==> src/pisc_pkg.sv <==
// Shared constants and types for the power sequencing control block
// What this block does
// RULE_01 - Sequenced variant: each supply starts only once the previous one is valid.
// RULE_02 - Newly enabled upstream supply drops downstream ones; they restart in chain order.
// RULE_03 - Variant without sequencing starts every enabled supply on its own.
// RULE_04 - Host may write all four enables together with inhibit clear.
// RULE_05 - Host may let sequencing run when starting from all supplies off.
// RULE_06 - With any supply on, host sets inhibit before switching supplies.
// RULE_07 - After partial register enable, host must not use the trigger pin edge.
// RULE_08 - Last supply in the chain may be switched at any time.
// RULE_09 - Default order fixed per variant: 0, 2 sequenced; 9 buck only.
// RULE_10 - Target answers at seven-bit address 1011010, write byte b4.
// RULE_11 - Write: address with write bit, pointer byte, data byte, all acknowledged.
// RULE_12 - Read: pointer write, repeated start, address with read bit, data out.
// RULE_13 - Only the low three pointer bits select a register.
// RULE_14 - Six registers: enable, status, buck and three linear voltage codes.
// RULE_15 - Enable bits switch supplies; inhibit bit bypasses chain-order start.
// RULE_16 - Rising trigger pin edge reloads defaults and runs default start-up.
// RULE_17 - Inhibit bit exists only in sequenced variants, else reads zero.
// RULE_18 - Status: read-only valid bits, sticky fault flags, interrupt enable bit.
// RULE_19 - Fault flag stays set until a one is written to it.
// RULE_20 - A still-present fault sets its flag again at once.
// RULE_21 - Buck code has fine steps to 1.2 V and coarse steps above.
// RULE_22 - Buck code 00 is 0.8 V plus 25 mV steps; 10..1c 50 mV steps.
// RULE_23 - Fault turns outputs off, sets flag, reloads enables and voltages.
// RULE_24 - With interrupt enabled, interrupt pin low while any fault flag set.
// RULE_25 - Pointers 06 and 07 read zero; writes acknowledged and ignored.
// RULE_26 - Reset loads defaults: restart-after-fault one, others cleared.
package pisc_pkg;

    // ------------------------------------------------------------
    // Register map and fields
    // ------------------------------------------------------------
    localparam logic [2:0] REG_ENABLE = 3'h0;
    localparam logic [2:0] REG_STATUS = 3'h1;
    localparam logic [2:0] REG_BUCK   = 3'h2;
    localparam logic [2:0] REG_LREG_A = 3'h3;
    localparam logic [2:0] REG_LREG_B = 3'h4;
    localparam logic [2:0] REG_LREG_C = 3'h5;
    localparam int EN_RESTART_BIT = 5;
    localparam int EN_INHIBIT_BIT = 4;
    localparam int ST_IRQ_EN_BIT  = 6;
    localparam int ST_UV_BIT      = 5;
    localparam int ST_OT_BIT      = 4;
    localparam logic [6:0] TARGET_ADDR = 7'h5a;
    // Supply index order inside 4-bit vectors: 0 buck, 1 lreg a, 2 lreg b, 3 lreg c
    localparam logic [3:0] SUPPLY_ALL  = 4'hf;
    localparam logic [3:0] SUPPLY_BUCK = 4'h1;
    // Voltage code defaults; arbitrary plain values
    localparam logic [7:0] BUCK_CODE_RST = 8'h10;
    localparam logic [7:0] LREG_CODE_RST = 8'h85;
    // Start-up variant numbers
    localparam logic [3:0] VARIANT_0 = 4'h0;
    localparam logic [3:0] VARIANT_2 = 4'h2;
    localparam logic [3:0] VARIANT_9 = 4'h9;

    // ------------------------------------------------------------
    // Carrier types
    // ------------------------------------------------------------
    typedef struct packed {
        logic       restart_after_fault;
        logic       sequencing_inhibit;
        logic [3:0] supply_on;
    } pisc_enable_type;

    typedef struct packed {
        logic wr;
        logic [2:0] ptr;
        logic [7:0] data;
    } pisc_write_type;

endpackage

==> src/pisc_i2c_target.sv <==
// I2C target that turns bus frames into register pointer writes and reads
`timescale 1ns/1ns
`default_nettype none
module pisc_i2c_target
(
    input  wire logic                      clk_sys,
    input  wire logic                      rst,
    input  wire logic                      scl_in,
    input  wire logic                      sda_in,
    output logic                           sda_oe,
    output pisc_pkg::pisc_write_type       wr_req,
    output logic [2:0]                     rd_ptr,
    input  wire logic [7:0]                rd_data
);
    typedef enum { ST_IDLE, ST_ADDR, ST_ACK, ST_PTR, ST_DATA, ST_TX, ST_MACK } pisc_i2c_state_type;

    // ------------------------------------------------------------
    // Pin synchronisers: three stages, change seen when 2nd and 3rd agree
    // ------------------------------------------------------------
    logic [2:0] scl_sync;
    logic [2:0] sda_sync;
    logic       scl_q;
    logic       sda_q;
    always_ff @(posedge clk_sys)
    begin
        scl_sync <= {scl_sync[1:0], scl_in};
        sda_sync <= {sda_sync[1:0], sda_in};
    end
    // Filtered levels only move when the two later stages agree
    always_ff @(posedge clk_sys)
    begin
        if (rst)
        begin
            scl_q <= 1'b1;
            sda_q <= 1'b1;
        end
        else
        begin
            if (scl_sync[1] == scl_sync[2])
                scl_q <= scl_sync[2];
            if (sda_sync[1] == sda_sync[2])
                sda_q <= sda_sync[2];
        end
    end
    logic scl_d;
    logic sda_d;
    always_ff @(posedge clk_sys)
    begin
        scl_d <= scl_q;
        sda_d <= sda_q;
    end
    wire scl_rise = scl_q & ~scl_d;
    wire scl_fall = ~scl_q & scl_d;
    wire start_cond = scl_q & scl_d & sda_d & ~sda_q;
    wire stop_cond  = scl_q & scl_d & ~sda_d & sda_q;

    // ------------------------------------------------------------
    // Frame engine
    // ------------------------------------------------------------
    pisc_i2c_state_type state;
    pisc_i2c_state_type ack_next;
    logic [7:0] shift;
    logic [3:0] bit_cnt;
    logic       got_ptr;
    logic [2:0] ptr;
    logic       drive_low;
    wire        byte_done = (bit_cnt == 4'h8);
    wire        addr_hit  = (shift[7:1] == pisc_pkg::TARGET_ADDR); // RULE_10

    assign sda_oe = drive_low;
    assign rd_ptr = ptr;

    always_ff @(posedge clk_sys)
    begin
        if (rst)
        begin
            state     <= ST_IDLE;
            ack_next  <= ST_IDLE;
            shift     <= 8'h00;
            bit_cnt   <= 4'h0;
            got_ptr   <= 1'b0;
            ptr       <= 3'h0;
            drive_low <= 1'b0;
            wr_req    <= '0;
        end
        else
        begin
            wr_req.wr <= 1'b0;
            if (start_cond)
            begin
                // Repeated start keeps the pointer for the read phase
                state     <= ST_ADDR; // RULE_12
                bit_cnt   <= 4'h0;
                got_ptr   <= 1'b0;
                drive_low <= 1'b0;
            end
            else if (stop_cond)
            begin
                state     <= ST_IDLE;
                drive_low <= 1'b0;
            end
            else
            begin
                case (state)
                    ST_ADDR, ST_PTR, ST_DATA:
                    begin
                        if (scl_rise)
                        begin
                            shift   <= {shift[6:0], sda_q};
                            bit_cnt <= bit_cnt + 4'h1;
                        end
                        else if (scl_fall && byte_done)
                        begin
                            bit_cnt <= 4'h0;
                            if (state == ST_ADDR && !addr_hit)
                                state <= ST_IDLE;
                            else
                            begin
                                drive_low <= 1'b1; // RULE_11
                                state     <= ST_ACK;
                                if (state == ST_ADDR)
                                    ack_next <= shift[0] ? ST_TX : ST_PTR;
                                else if (state == ST_PTR)
                                begin
                                    ptr      <= shift[2:0]; // RULE_13
                                    got_ptr  <= 1'b1;
                                    ack_next <= ST_DATA;
                                end
                                else
                                begin
                                    wr_req.wr   <= got_ptr; // RULE_11
                                    wr_req.ptr  <= ptr;
                                    wr_req.data <= shift;
                                    ack_next    <= ST_DATA;
                                end
                            end
                        end
                    end
                    ST_ACK:
                    begin
                        if (scl_fall)
                        begin
                            state <= ack_next;
                            if (ack_next == ST_TX)
                            begin
                                shift     <= rd_data; // RULE_12
                                drive_low <= ~rd_data[7];
                            end
                            else
                                drive_low <= 1'b0;
                        end
                    end
                    ST_TX:
                    begin
                        if (scl_fall)
                        begin
                            bit_cnt <= bit_cnt + 4'h1;
                            if (bit_cnt == 4'h7)
                            begin
                                drive_low <= 1'b0;
                                state     <= ST_MACK;
                            end
                            else
                            begin
                                shift     <= {shift[6:0], 1'b0};
                                drive_low <= ~shift[6];
                            end
                        end
                    end
                    ST_MACK:
                    begin
                        // Ninth slot ends a single-byte read whatever the host answers; stop follows
                        if (scl_fall)
                            state <= ST_IDLE;
                    end
                    default:
                        state <= ST_IDLE;
                endcase
            end
        end
    end
endmodule
`default_nettype wire

==> src/pisc_top.sv <==
// Register bank, start-up sequencer and fault handling of the power controller
`timescale 1ns/1ns
`default_nettype none
module pisc_top
#(
    parameter logic [3:0] VARIANT = pisc_pkg::VARIANT_0
)
(
    input  wire logic       clk_sys,
    input  wire logic       rst,
    input  wire logic       scl_in,
    input  wire logic       sda_in,
    output logic            sda_out,
    output logic            sda_oe,
    input  wire logic       start_pin,
    input  wire logic [3:0] supply_valid,
    input  wire logic       input_undervoltage,
    input  wire logic       overtemp,
    output logic [3:0]      supply_start,
    output logic [7:0]      buck_code,
    output logic [7:0]      linear_reg_a_code,
    output logic [7:0]      linear_reg_b_code,
    output logic [7:0]      linear_reg_c_code,
    output logic            fault_irq_n
);
    // ------------------------------------------------------------
    // Variant decode
    // ------------------------------------------------------------
    localparam logic SEQ_VARIANT = (VARIANT != pisc_pkg::VARIANT_9); // RULE_17
    // Chain position of each supply (buck, a, b, c) per variant; RULE_09
    localparam logic [1:0] POS_BUCK = (VARIANT == pisc_pkg::VARIANT_0) ? 2'd1 : 2'd0;
    localparam logic [1:0] POS_A    = (VARIANT == pisc_pkg::VARIANT_0) ? 2'd0 : 2'd1;
    localparam logic [3:0] DEF_ON   = SEQ_VARIANT ? pisc_pkg::SUPPLY_ALL
                                                  : pisc_pkg::SUPPLY_BUCK; // RULE_09

    // ------------------------------------------------------------
    // Bus target
    // ------------------------------------------------------------
    pisc_pkg::pisc_write_type wr_req;
    logic [2:0] rd_ptr;
    logic [7:0] rd_data;
    assign sda_out = 1'b0; // Open drain: only ever pulls low

    pisc_i2c_target u_target
    (
        .clk_sys (clk_sys),
        .rst     (rst),
        .scl_in  (scl_in),
        .sda_in  (sda_in),
        .sda_oe  (sda_oe),
        .wr_req  (wr_req),
        .rd_ptr  (rd_ptr),
        .rd_data (rd_data)
    );

    // ------------------------------------------------------------
    // Pin and fault input synchronisers
    // ------------------------------------------------------------
    logic [2:0] pin_sync;
    logic [2:0] uv_sync;
    logic [2:0] ot_sync;
    logic       pin_q;
    logic       pin_d;
    logic       uv_q;
    logic       ot_q;
    always_ff @(posedge clk_sys)
    begin
        pin_sync <= {pin_sync[1:0], start_pin};
        uv_sync  <= {uv_sync[1:0], input_undervoltage};
        ot_sync  <= {ot_sync[1:0], overtemp};
    end
    // Accept a change once the two later stages agree
    always_ff @(posedge clk_sys)
    begin
        if (rst)
        begin
            pin_q <= 1'b0;
            pin_d <= 1'b0;
            uv_q  <= 1'b0;
            ot_q  <= 1'b0;
        end
        else
        begin
            if (pin_sync[1] == pin_sync[2])
                pin_q <= pin_sync[2];
            if (uv_sync[1] == uv_sync[2])
                uv_q <= uv_sync[2];
            if (ot_sync[1] == ot_sync[2])
                ot_q <= ot_sync[2];
            pin_d <= pin_q;
        end
    end
    wire pin_rise = pin_q & ~pin_d;
    wire pin_fall = ~pin_q & pin_d;
    wire fault    = uv_q | ot_q;
    logic fault_d;
    always_ff @(posedge clk_sys)
    begin
        if (rst)
            fault_d <= 1'b0;
        else
            fault_d <= fault;
    end
    wire fault_gone = fault_d & ~fault;

    // ------------------------------------------------------------
    // Registers
    // ------------------------------------------------------------
    pisc_pkg::pisc_enable_type ctl;
    logic       irq_en;
    logic       uv_flag;
    logic       ot_flag;
    logic [7:0] vcode [4];

    wire wr_en  = wr_req.wr && wr_req.ptr == pisc_pkg::REG_ENABLE;
    wire wr_st  = wr_req.wr && wr_req.ptr == pisc_pkg::REG_STATUS;
    wire [2:0] wr_off = wr_req.ptr - pisc_pkg::REG_BUCK;
    // A restart after fault clears, or the trigger pin edge, loads defaults
    wire do_default = pin_rise || (fault_gone && ctl.restart_after_fault); // RULE_16

    always_ff @(posedge clk_sys)
    begin
        if (rst)
        begin
            ctl    <= '{restart_after_fault: 1'b1, sequencing_inhibit: 1'b0,
                        supply_on: 4'h0}; // RULE_26
            irq_en <= 1'b0;
            vcode  <= '{pisc_pkg::BUCK_CODE_RST, pisc_pkg::LREG_CODE_RST,
                        pisc_pkg::LREG_CODE_RST, pisc_pkg::LREG_CODE_RST};
        end
        else if (fault)
        begin
            // Outputs off and defaults back; restart bit is kept
            ctl.sequencing_inhibit <= 1'b0; // RULE_23
            ctl.supply_on          <= 4'h0;
            vcode <= '{pisc_pkg::BUCK_CODE_RST, pisc_pkg::LREG_CODE_RST,
                       pisc_pkg::LREG_CODE_RST, pisc_pkg::LREG_CODE_RST};
        end
        else if (do_default)
        begin
            ctl.sequencing_inhibit <= 1'b0; // RULE_16
            ctl.supply_on          <= DEF_ON;
            vcode <= '{pisc_pkg::BUCK_CODE_RST, pisc_pkg::LREG_CODE_RST,
                       pisc_pkg::LREG_CODE_RST, pisc_pkg::LREG_CODE_RST};
        end
        else if (pin_fall)
            ctl.supply_on <= 4'h0;
        else if (wr_req.wr)
        begin
            // Pointers 6 and 7 fall through every case and are dropped
            if (wr_en)
            begin
                ctl.restart_after_fault <= wr_req.data[pisc_pkg::EN_RESTART_BIT];
                ctl.sequencing_inhibit  <= SEQ_VARIANT
                                           & wr_req.data[pisc_pkg::EN_INHIBIT_BIT]; // RULE_17
                ctl.supply_on           <= wr_req.data[3:0]; // RULE_15
            end
            if (wr_st)
                irq_en <= wr_req.data[pisc_pkg::ST_IRQ_EN_BIT];
            if (wr_req.ptr >= pisc_pkg::REG_BUCK && wr_req.ptr <= pisc_pkg::REG_LREG_C)
                vcode[wr_off[1:0]] <= wr_req.data; // RULE_14
        end
    end

    // Sticky fault flags: a live fault wins over the one-write clear
    always_ff @(posedge clk_sys)
    begin
        if (rst)
        begin
            uv_flag <= 1'b0;
            ot_flag <= 1'b0;
        end
        else
        begin
            uv_flag <= uv_q | (uv_flag & ~(wr_st & wr_req.data[pisc_pkg::ST_UV_BIT])); // RULE_19 RULE_20
            ot_flag <= ot_q | (ot_flag & ~(wr_st & wr_req.data[pisc_pkg::ST_OT_BIT])); // RULE_19 RULE_20
        end
    end

    // ------------------------------------------------------------
    // Start chain: each supply gated by its predecessor's valid level
    // ------------------------------------------------------------
    logic [3:0] pos [4];
    assign pos[0] = {2'b00, POS_BUCK};
    assign pos[1] = {2'b00, POS_A};
    assign pos[2] = 4'h2;
    assign pos[3] = 4'h3; // Last place gates no one: RULE_08
    logic [3:0] chain_gate;
    logic [3:0] next_start;
    genvar g;
    generate
        for (g = 0; g < 4; g++)
        begin : g_chain
            // Predecessor is the supply one position earlier in the order
            logic pred_ok;
            always_comb
            begin
                pred_ok = 1'b1;
                for (int k = 0; k < 4; k++)
                    if (pos[k] + 4'h1 == pos[g] && ctl.supply_on[k])
                        pred_ok = supply_valid[k] & chain_gate[k]; // RULE_01 RULE_02
            end
            assign chain_gate[g] = (pos[g] == 4'h0) ? 1'b1 : pred_ok;
            // Disabled supplies drop out of the chain and are skipped
            assign next_start[g] = ctl.supply_on[g] &
                (~SEQ_VARIANT | ctl.sequencing_inhibit | chain_gate[g]); // RULE_03 RULE_15
        end
    endgenerate

    always_ff @(posedge clk_sys)
    begin
        if (rst)
            supply_start <= 4'h0;
        else
            supply_start <= fault ? 4'h0 : next_start; // RULE_23
    end

    // ------------------------------------------------------------
    // Read mux and output pins
    // ------------------------------------------------------------
    wire [7:0] status_rd = {1'b0, irq_en, uv_flag, ot_flag, supply_valid}; // RULE_18
    wire [2:0] rd_off = rd_ptr - pisc_pkg::REG_BUCK;
    assign rd_data = (rd_ptr == pisc_pkg::REG_ENABLE) ? {2'b00, ctl} :
                     (rd_ptr == pisc_pkg::REG_STATUS) ? status_rd :
                     (rd_ptr <= pisc_pkg::REG_LREG_C) ? vcode[rd_off[1:0]] :
                     8'h00; // RULE_25

    // Buck code is passed as stored; the step table lives in the analog part
    assign buck_code         = vcode[0]; // RULE_21 RULE_22
    assign linear_reg_a_code = vcode[1];
    assign linear_reg_b_code = vcode[2];
    assign linear_reg_c_code = vcode[3];

    always_ff @(posedge clk_sys)
    begin
        if (rst)
            fault_irq_n <= 1'b1;
        else
            fault_irq_n <= ~(irq_en & (uv_flag | ot_flag)); // RULE_24
    end

    // ------------------------------------------------------------
    // Checks
    // ------------------------------------------------------------
    a_fault_kills_out: assert property (@(posedge clk_sys) disable iff (rst)
        fault |=> supply_start == 4'h0) else $error("Supply on during fault"); // RULE_23
    a_flag_sticks: assert property (@(posedge clk_sys) disable iff (rst)
        uv_flag && !wr_st |=> uv_flag) else $error("Flag lost without clear"); // RULE_19
    a_flag_reset_live: assert property (@(posedge clk_sys) disable iff (rst)
        ot_q |=> ot_flag) else $error("Live fault flag not set"); // RULE_20
    a_irq_follows: assert property (@(posedge clk_sys) disable iff (rst)
        irq_en && uv_flag |=> !fault_irq_n) else $error("Interrupt not raised"); // RULE_24
    a_irq_masked: assert property (@(posedge clk_sys) disable iff (rst)
        !irq_en |=> fault_irq_n) else $error("Interrupt raised while masked"); // RULE_24
    a_no_chain_plain: assert property (@(posedge clk_sys) disable iff (rst)
        !SEQ_VARIANT && !fault |=> supply_start == $past(ctl.supply_on))
        else $error("Chained start in plain variant"); // RULE_03
    a_inhibit_zero: assert property (@(posedge clk_sys) disable iff (rst)
        !SEQ_VARIANT |-> !ctl.sequencing_inhibit) else $error("Inhibit set in plain variant"); // RULE_17
    a_pin_default: assert property (@(posedge clk_sys) disable iff (rst)
        pin_rise && !fault |=> ctl.supply_on == DEF_ON) else $error("Default not loaded"); // RULE_16
endmodule
`default_nettype wire

==> config.mk <==
export PLATFORM = sky130hd
export DESIGN_NAME = pisc_top
export DESIGN_NICKNAME = d
export VERILOG_FILES = /design/src/pisc_pkg.sv /design/src/pisc_i2c_target.sv /design/src/pisc_top.sv
export SDC_FILE = /design/constraint.sdc
export NUM_CORES = 1
export LEC_CHECK = 0
export ABC_AREA = 1
export BUFFER_PORTS_ARGS = -buffer_cell sky130_fd_sc_hd__buf_4
export CAP_MARGIN = 30
export CORE_UTILIZATION = 45
export DETAILED_ROUTE_END_ITERATION = 8
export SLEW_MARGIN = 20
export SYNTH_ARGS = -nofsm -noshare
export SYNTH_HDL_FRONTEND = slang
export SYNTH_SLANG_ARGS = --single-unit
export TNS_END_PERCENT = 5
==> constraint.sdc <==
create_clock -name clk_sys -period 2.1 [get_ports clk_sys]
set_clock_uncertainty 0.1 [all_clocks]
set_input_delay 0 -clock clk_sys [delete_from_list [all_inputs] [get_ports clk_sys]]
set_output_delay 0 -clock clk_sys [all_outputs]
set_load 0.02 [all_outputs]
==> out/qor.csv <==
metric,value,unit
Synth Flop Type,dfxtp_1,
post-cts sizing count,0,
number of I/O pins,50,
Clk pwr share,29.7,%
post-synth net total,686,
RSZ-0062 raised after global routing,false,
"Slew Viols, Final",0,
synth-to-layout area growth,16.8,%
Syn Area/Cell,7.08,sq um
final instance area,0.00556,sq mm
drt first pass iters,5,
sw power,1.57,mW
detailed placer's ending HPWL,9360,microns
Total GRT Usage,23.7,%
Critical Path End Type,flop,
Worst Tran Pin Value,869,ps
Logic pwr share,21.4,%
GPL Wtd Cong,0.866,
Sink Count,105,
initial core utilization,46.3,%
Max Clock Freq,532,MHz
Worst R2R Path Depth,9,
Seq cells post-synth,105,
Die Y,105,microns
"Core Util, Final",54.1,%
CTS max path bufs,2,
first-pass GRT wire length,20300,microns
Max Cap Viol,0,
total CTS buffers,9,
Int Power,3.02,mW
area of the multi-input gates,0.00221,sq mm
DRT antenna net count,0,
Core ar.,0.0103,sq mm
Sequential Power Share,49.0,%
"Setup Fix Bufs, Post-CTS",0,
Pwr Density,826,mW/mm^2
wire per inst,14.2,microns
H-tree Lvls,3,
post-layout min period,1880,ps
"EDFF count, synth",0,
detailed-route DRC error count,0,
CTS Hold Bufs,10,
Post-Synthesis Cells,673,
row cnt,37,
switching power share of the total,34.2,%
Ant. Diodes,0,
status,"finished, final reports clean",
Worst-Skew Late Latency,390,ps
Worst setup SP type,flop,
critical path class,reg2reg,
Filler cells,1037,
Storage cell area,0.00210,sq mm
CTS tree,done,
final setup TNS,0,ps
Tcrit/Tclk final,89.6,%
post-synthesis sequential area ratio,44.1,%
largest net degree at the start of global routing,23,
drt first-iter violations,185,
WP data required,2270,ps
die width,105,microns
Min-Delay Path Depth,2,
arrival time worst endpoint,2050,ps
Ys Warns,0,
"Max FO, Critical Path",22,
leakage power,2.60,nW
final setup violation count,0,
Die ar.,0.0110,sq mm
initial antenna violation count,0,
Port-buffer cells,48,
Worst slew margin,41.7,%
synthesized cell area,0.00476,sq mm
root buffer cell,clkbuf_8,
fraction of registers with async set/reset,0,%
Final Total Pwr,4.59,mW
gr ovfl total,0,
nets,745,
clock transition at the registers of the reported paths,110,ps
Netlist cell types,33,
Fin. Hold Viols,0,
WL final,12400,microns
share of cells above drive strength 1,15.3,%
via count,4401,
placed cell areas,0.00524,sq mm
number of global-route vias before repair,4173,
worst vdd ir,0.464,mV
Hold/Removal Path Class,in2reg,
DR vias/cell,5.04,
## cells in the mapped netlist, types with 9 or more instances
master / number / share of area (%)
o21ai_0: 50 / 5.3
o21ai_1: 15 / 1.6
inv_1: 80 / 6.3
nand4_1: 13 / 1.7
nand2_1: 162 / 13
nor2_1: 73 / 5.8
nand3_1: 30 / 3.2
buf_2: 9 / 0.95
inv_2: 12 / 0.95
dfxtp_1: 105 / 44
a21oi_1: 68 / 7.1
## power groups by stage
stage	clock [mW]	combinational [mW]	sequential (mW)
floorplan	0	0.785	2.23
detailed placement	0	0.963	2.29
global route	1.48	1.12	2.27
global placement	0	0.948	2.29
finish	1.36	0.981	2.25
CTS	1.39	0.982	2.25
## sequential cells by signal, summed over array words and instances, names as in the netlist, 4 cells and up
| signal | cells |
|---|---|
| buck_code | 8 |
| ctl | 6 |
| linear_reg_a_code | 8 |
| linear_reg_b_code | 8 |
| linear_reg_c_code | 8 |
| supply_start | 4 |
| u_target.bit_cnt | 4 |
| u_target.shift | 8 |
| u_target.wr_req | 12 |
## cell type report
type,count,area share [%]
clock inverter,7,1.67
clock buffer,9,2.23
inverter,92,6.21
sequential,105,37.8
tap,136,3.06
multi-input combinational,458,39.7
timing repair buffer,66,9.36
## final timing paths
kind | start | endpoint | slack, ps
min reg2reg | ot_sync[0] | ot_sync[1] | 240
max reg2reg | u_target.bit_cnt[0] | u_target.wr_req[7] | 220
min | input_undervoltage | uv_sync[0] | 160
max | u_target.bit_cnt[0] | u_target.wr_req[7] | 220
## placed cells by master, fill, tap and decap left out
cell type      Yosys  final
o21ai_0           50     50
conb_1             1      1
nor3_1             5      5
clkbuf_8           0      9
o22ai_2            1      1
nand3_2            4      4
o21ai_1           15     15
ha_1               2      2
o211ai_1           6      6
nand4_1           13     13
o21a_1             1      1
nand2_4            2      2
clkinv_4           0      1
and2_4             1      1
dfxtp_1          105    105
inv_2             12     12
nor2_1            73     73
a21oi_1           68     68
buf_4              4     56
bufinv_16          0      1
nand2_2            6      6
nor2_2             5      5
nor2_4             3      3
inv_6              0      3
clkinv_8           0      1
a21boi_0           1      1
nor3_2             2      2
nor3_4             1      1
nand3_4            2      2
nor2_8             2      2
nand3_1           30     30
xnor2_1            1      1
dlygate4sd3_1      0     10
inv_8              0      1
inv_1             80     80
nand2_1          162    162
and3_1             1      1
## cells by family after synthesis
kind of cell,synth area share [%]
other cells,0.0787
compound gates,15.5
flops,44.1
simple gates,30.0
buf+inv,9.54
fa+ha+maj,0.525
xor+xnor,0.184
## metal layers
metal | GRT usage, % | routed length [microns] | up-vias
met4 | 9.76 | 289 | 0
met3 | 4.87 | 514 | 19
met1 | 31.4 | 5970 | 1999
met5 | 0 | 0 | -
met2 | 37.5 | 5640 | 109
li1 | - | - | 2274
## worst max-delay path, stage by stage, from the launching register on
cell	delay [ps]
dfxtp_1	370
inv_1	80
ha_1	140
nand2_1	50
inv_1	60
nand3_2	160
nor2_8	190
nand3_4	240
o21ai_1	300
nor2_1	60
## metrics by stage
stage                     hold slack [ps]  setup WS [ps]  instances
after floorplan                     -72.3            579        673
after global placement               5.48            282        846
after detailed placement             5.63            250        846
after CTS                             142            221        872
after global routing                  133           89.8        873
final                                 157            219        873
No activity file was read; power rests on OpenSTA's default activity.
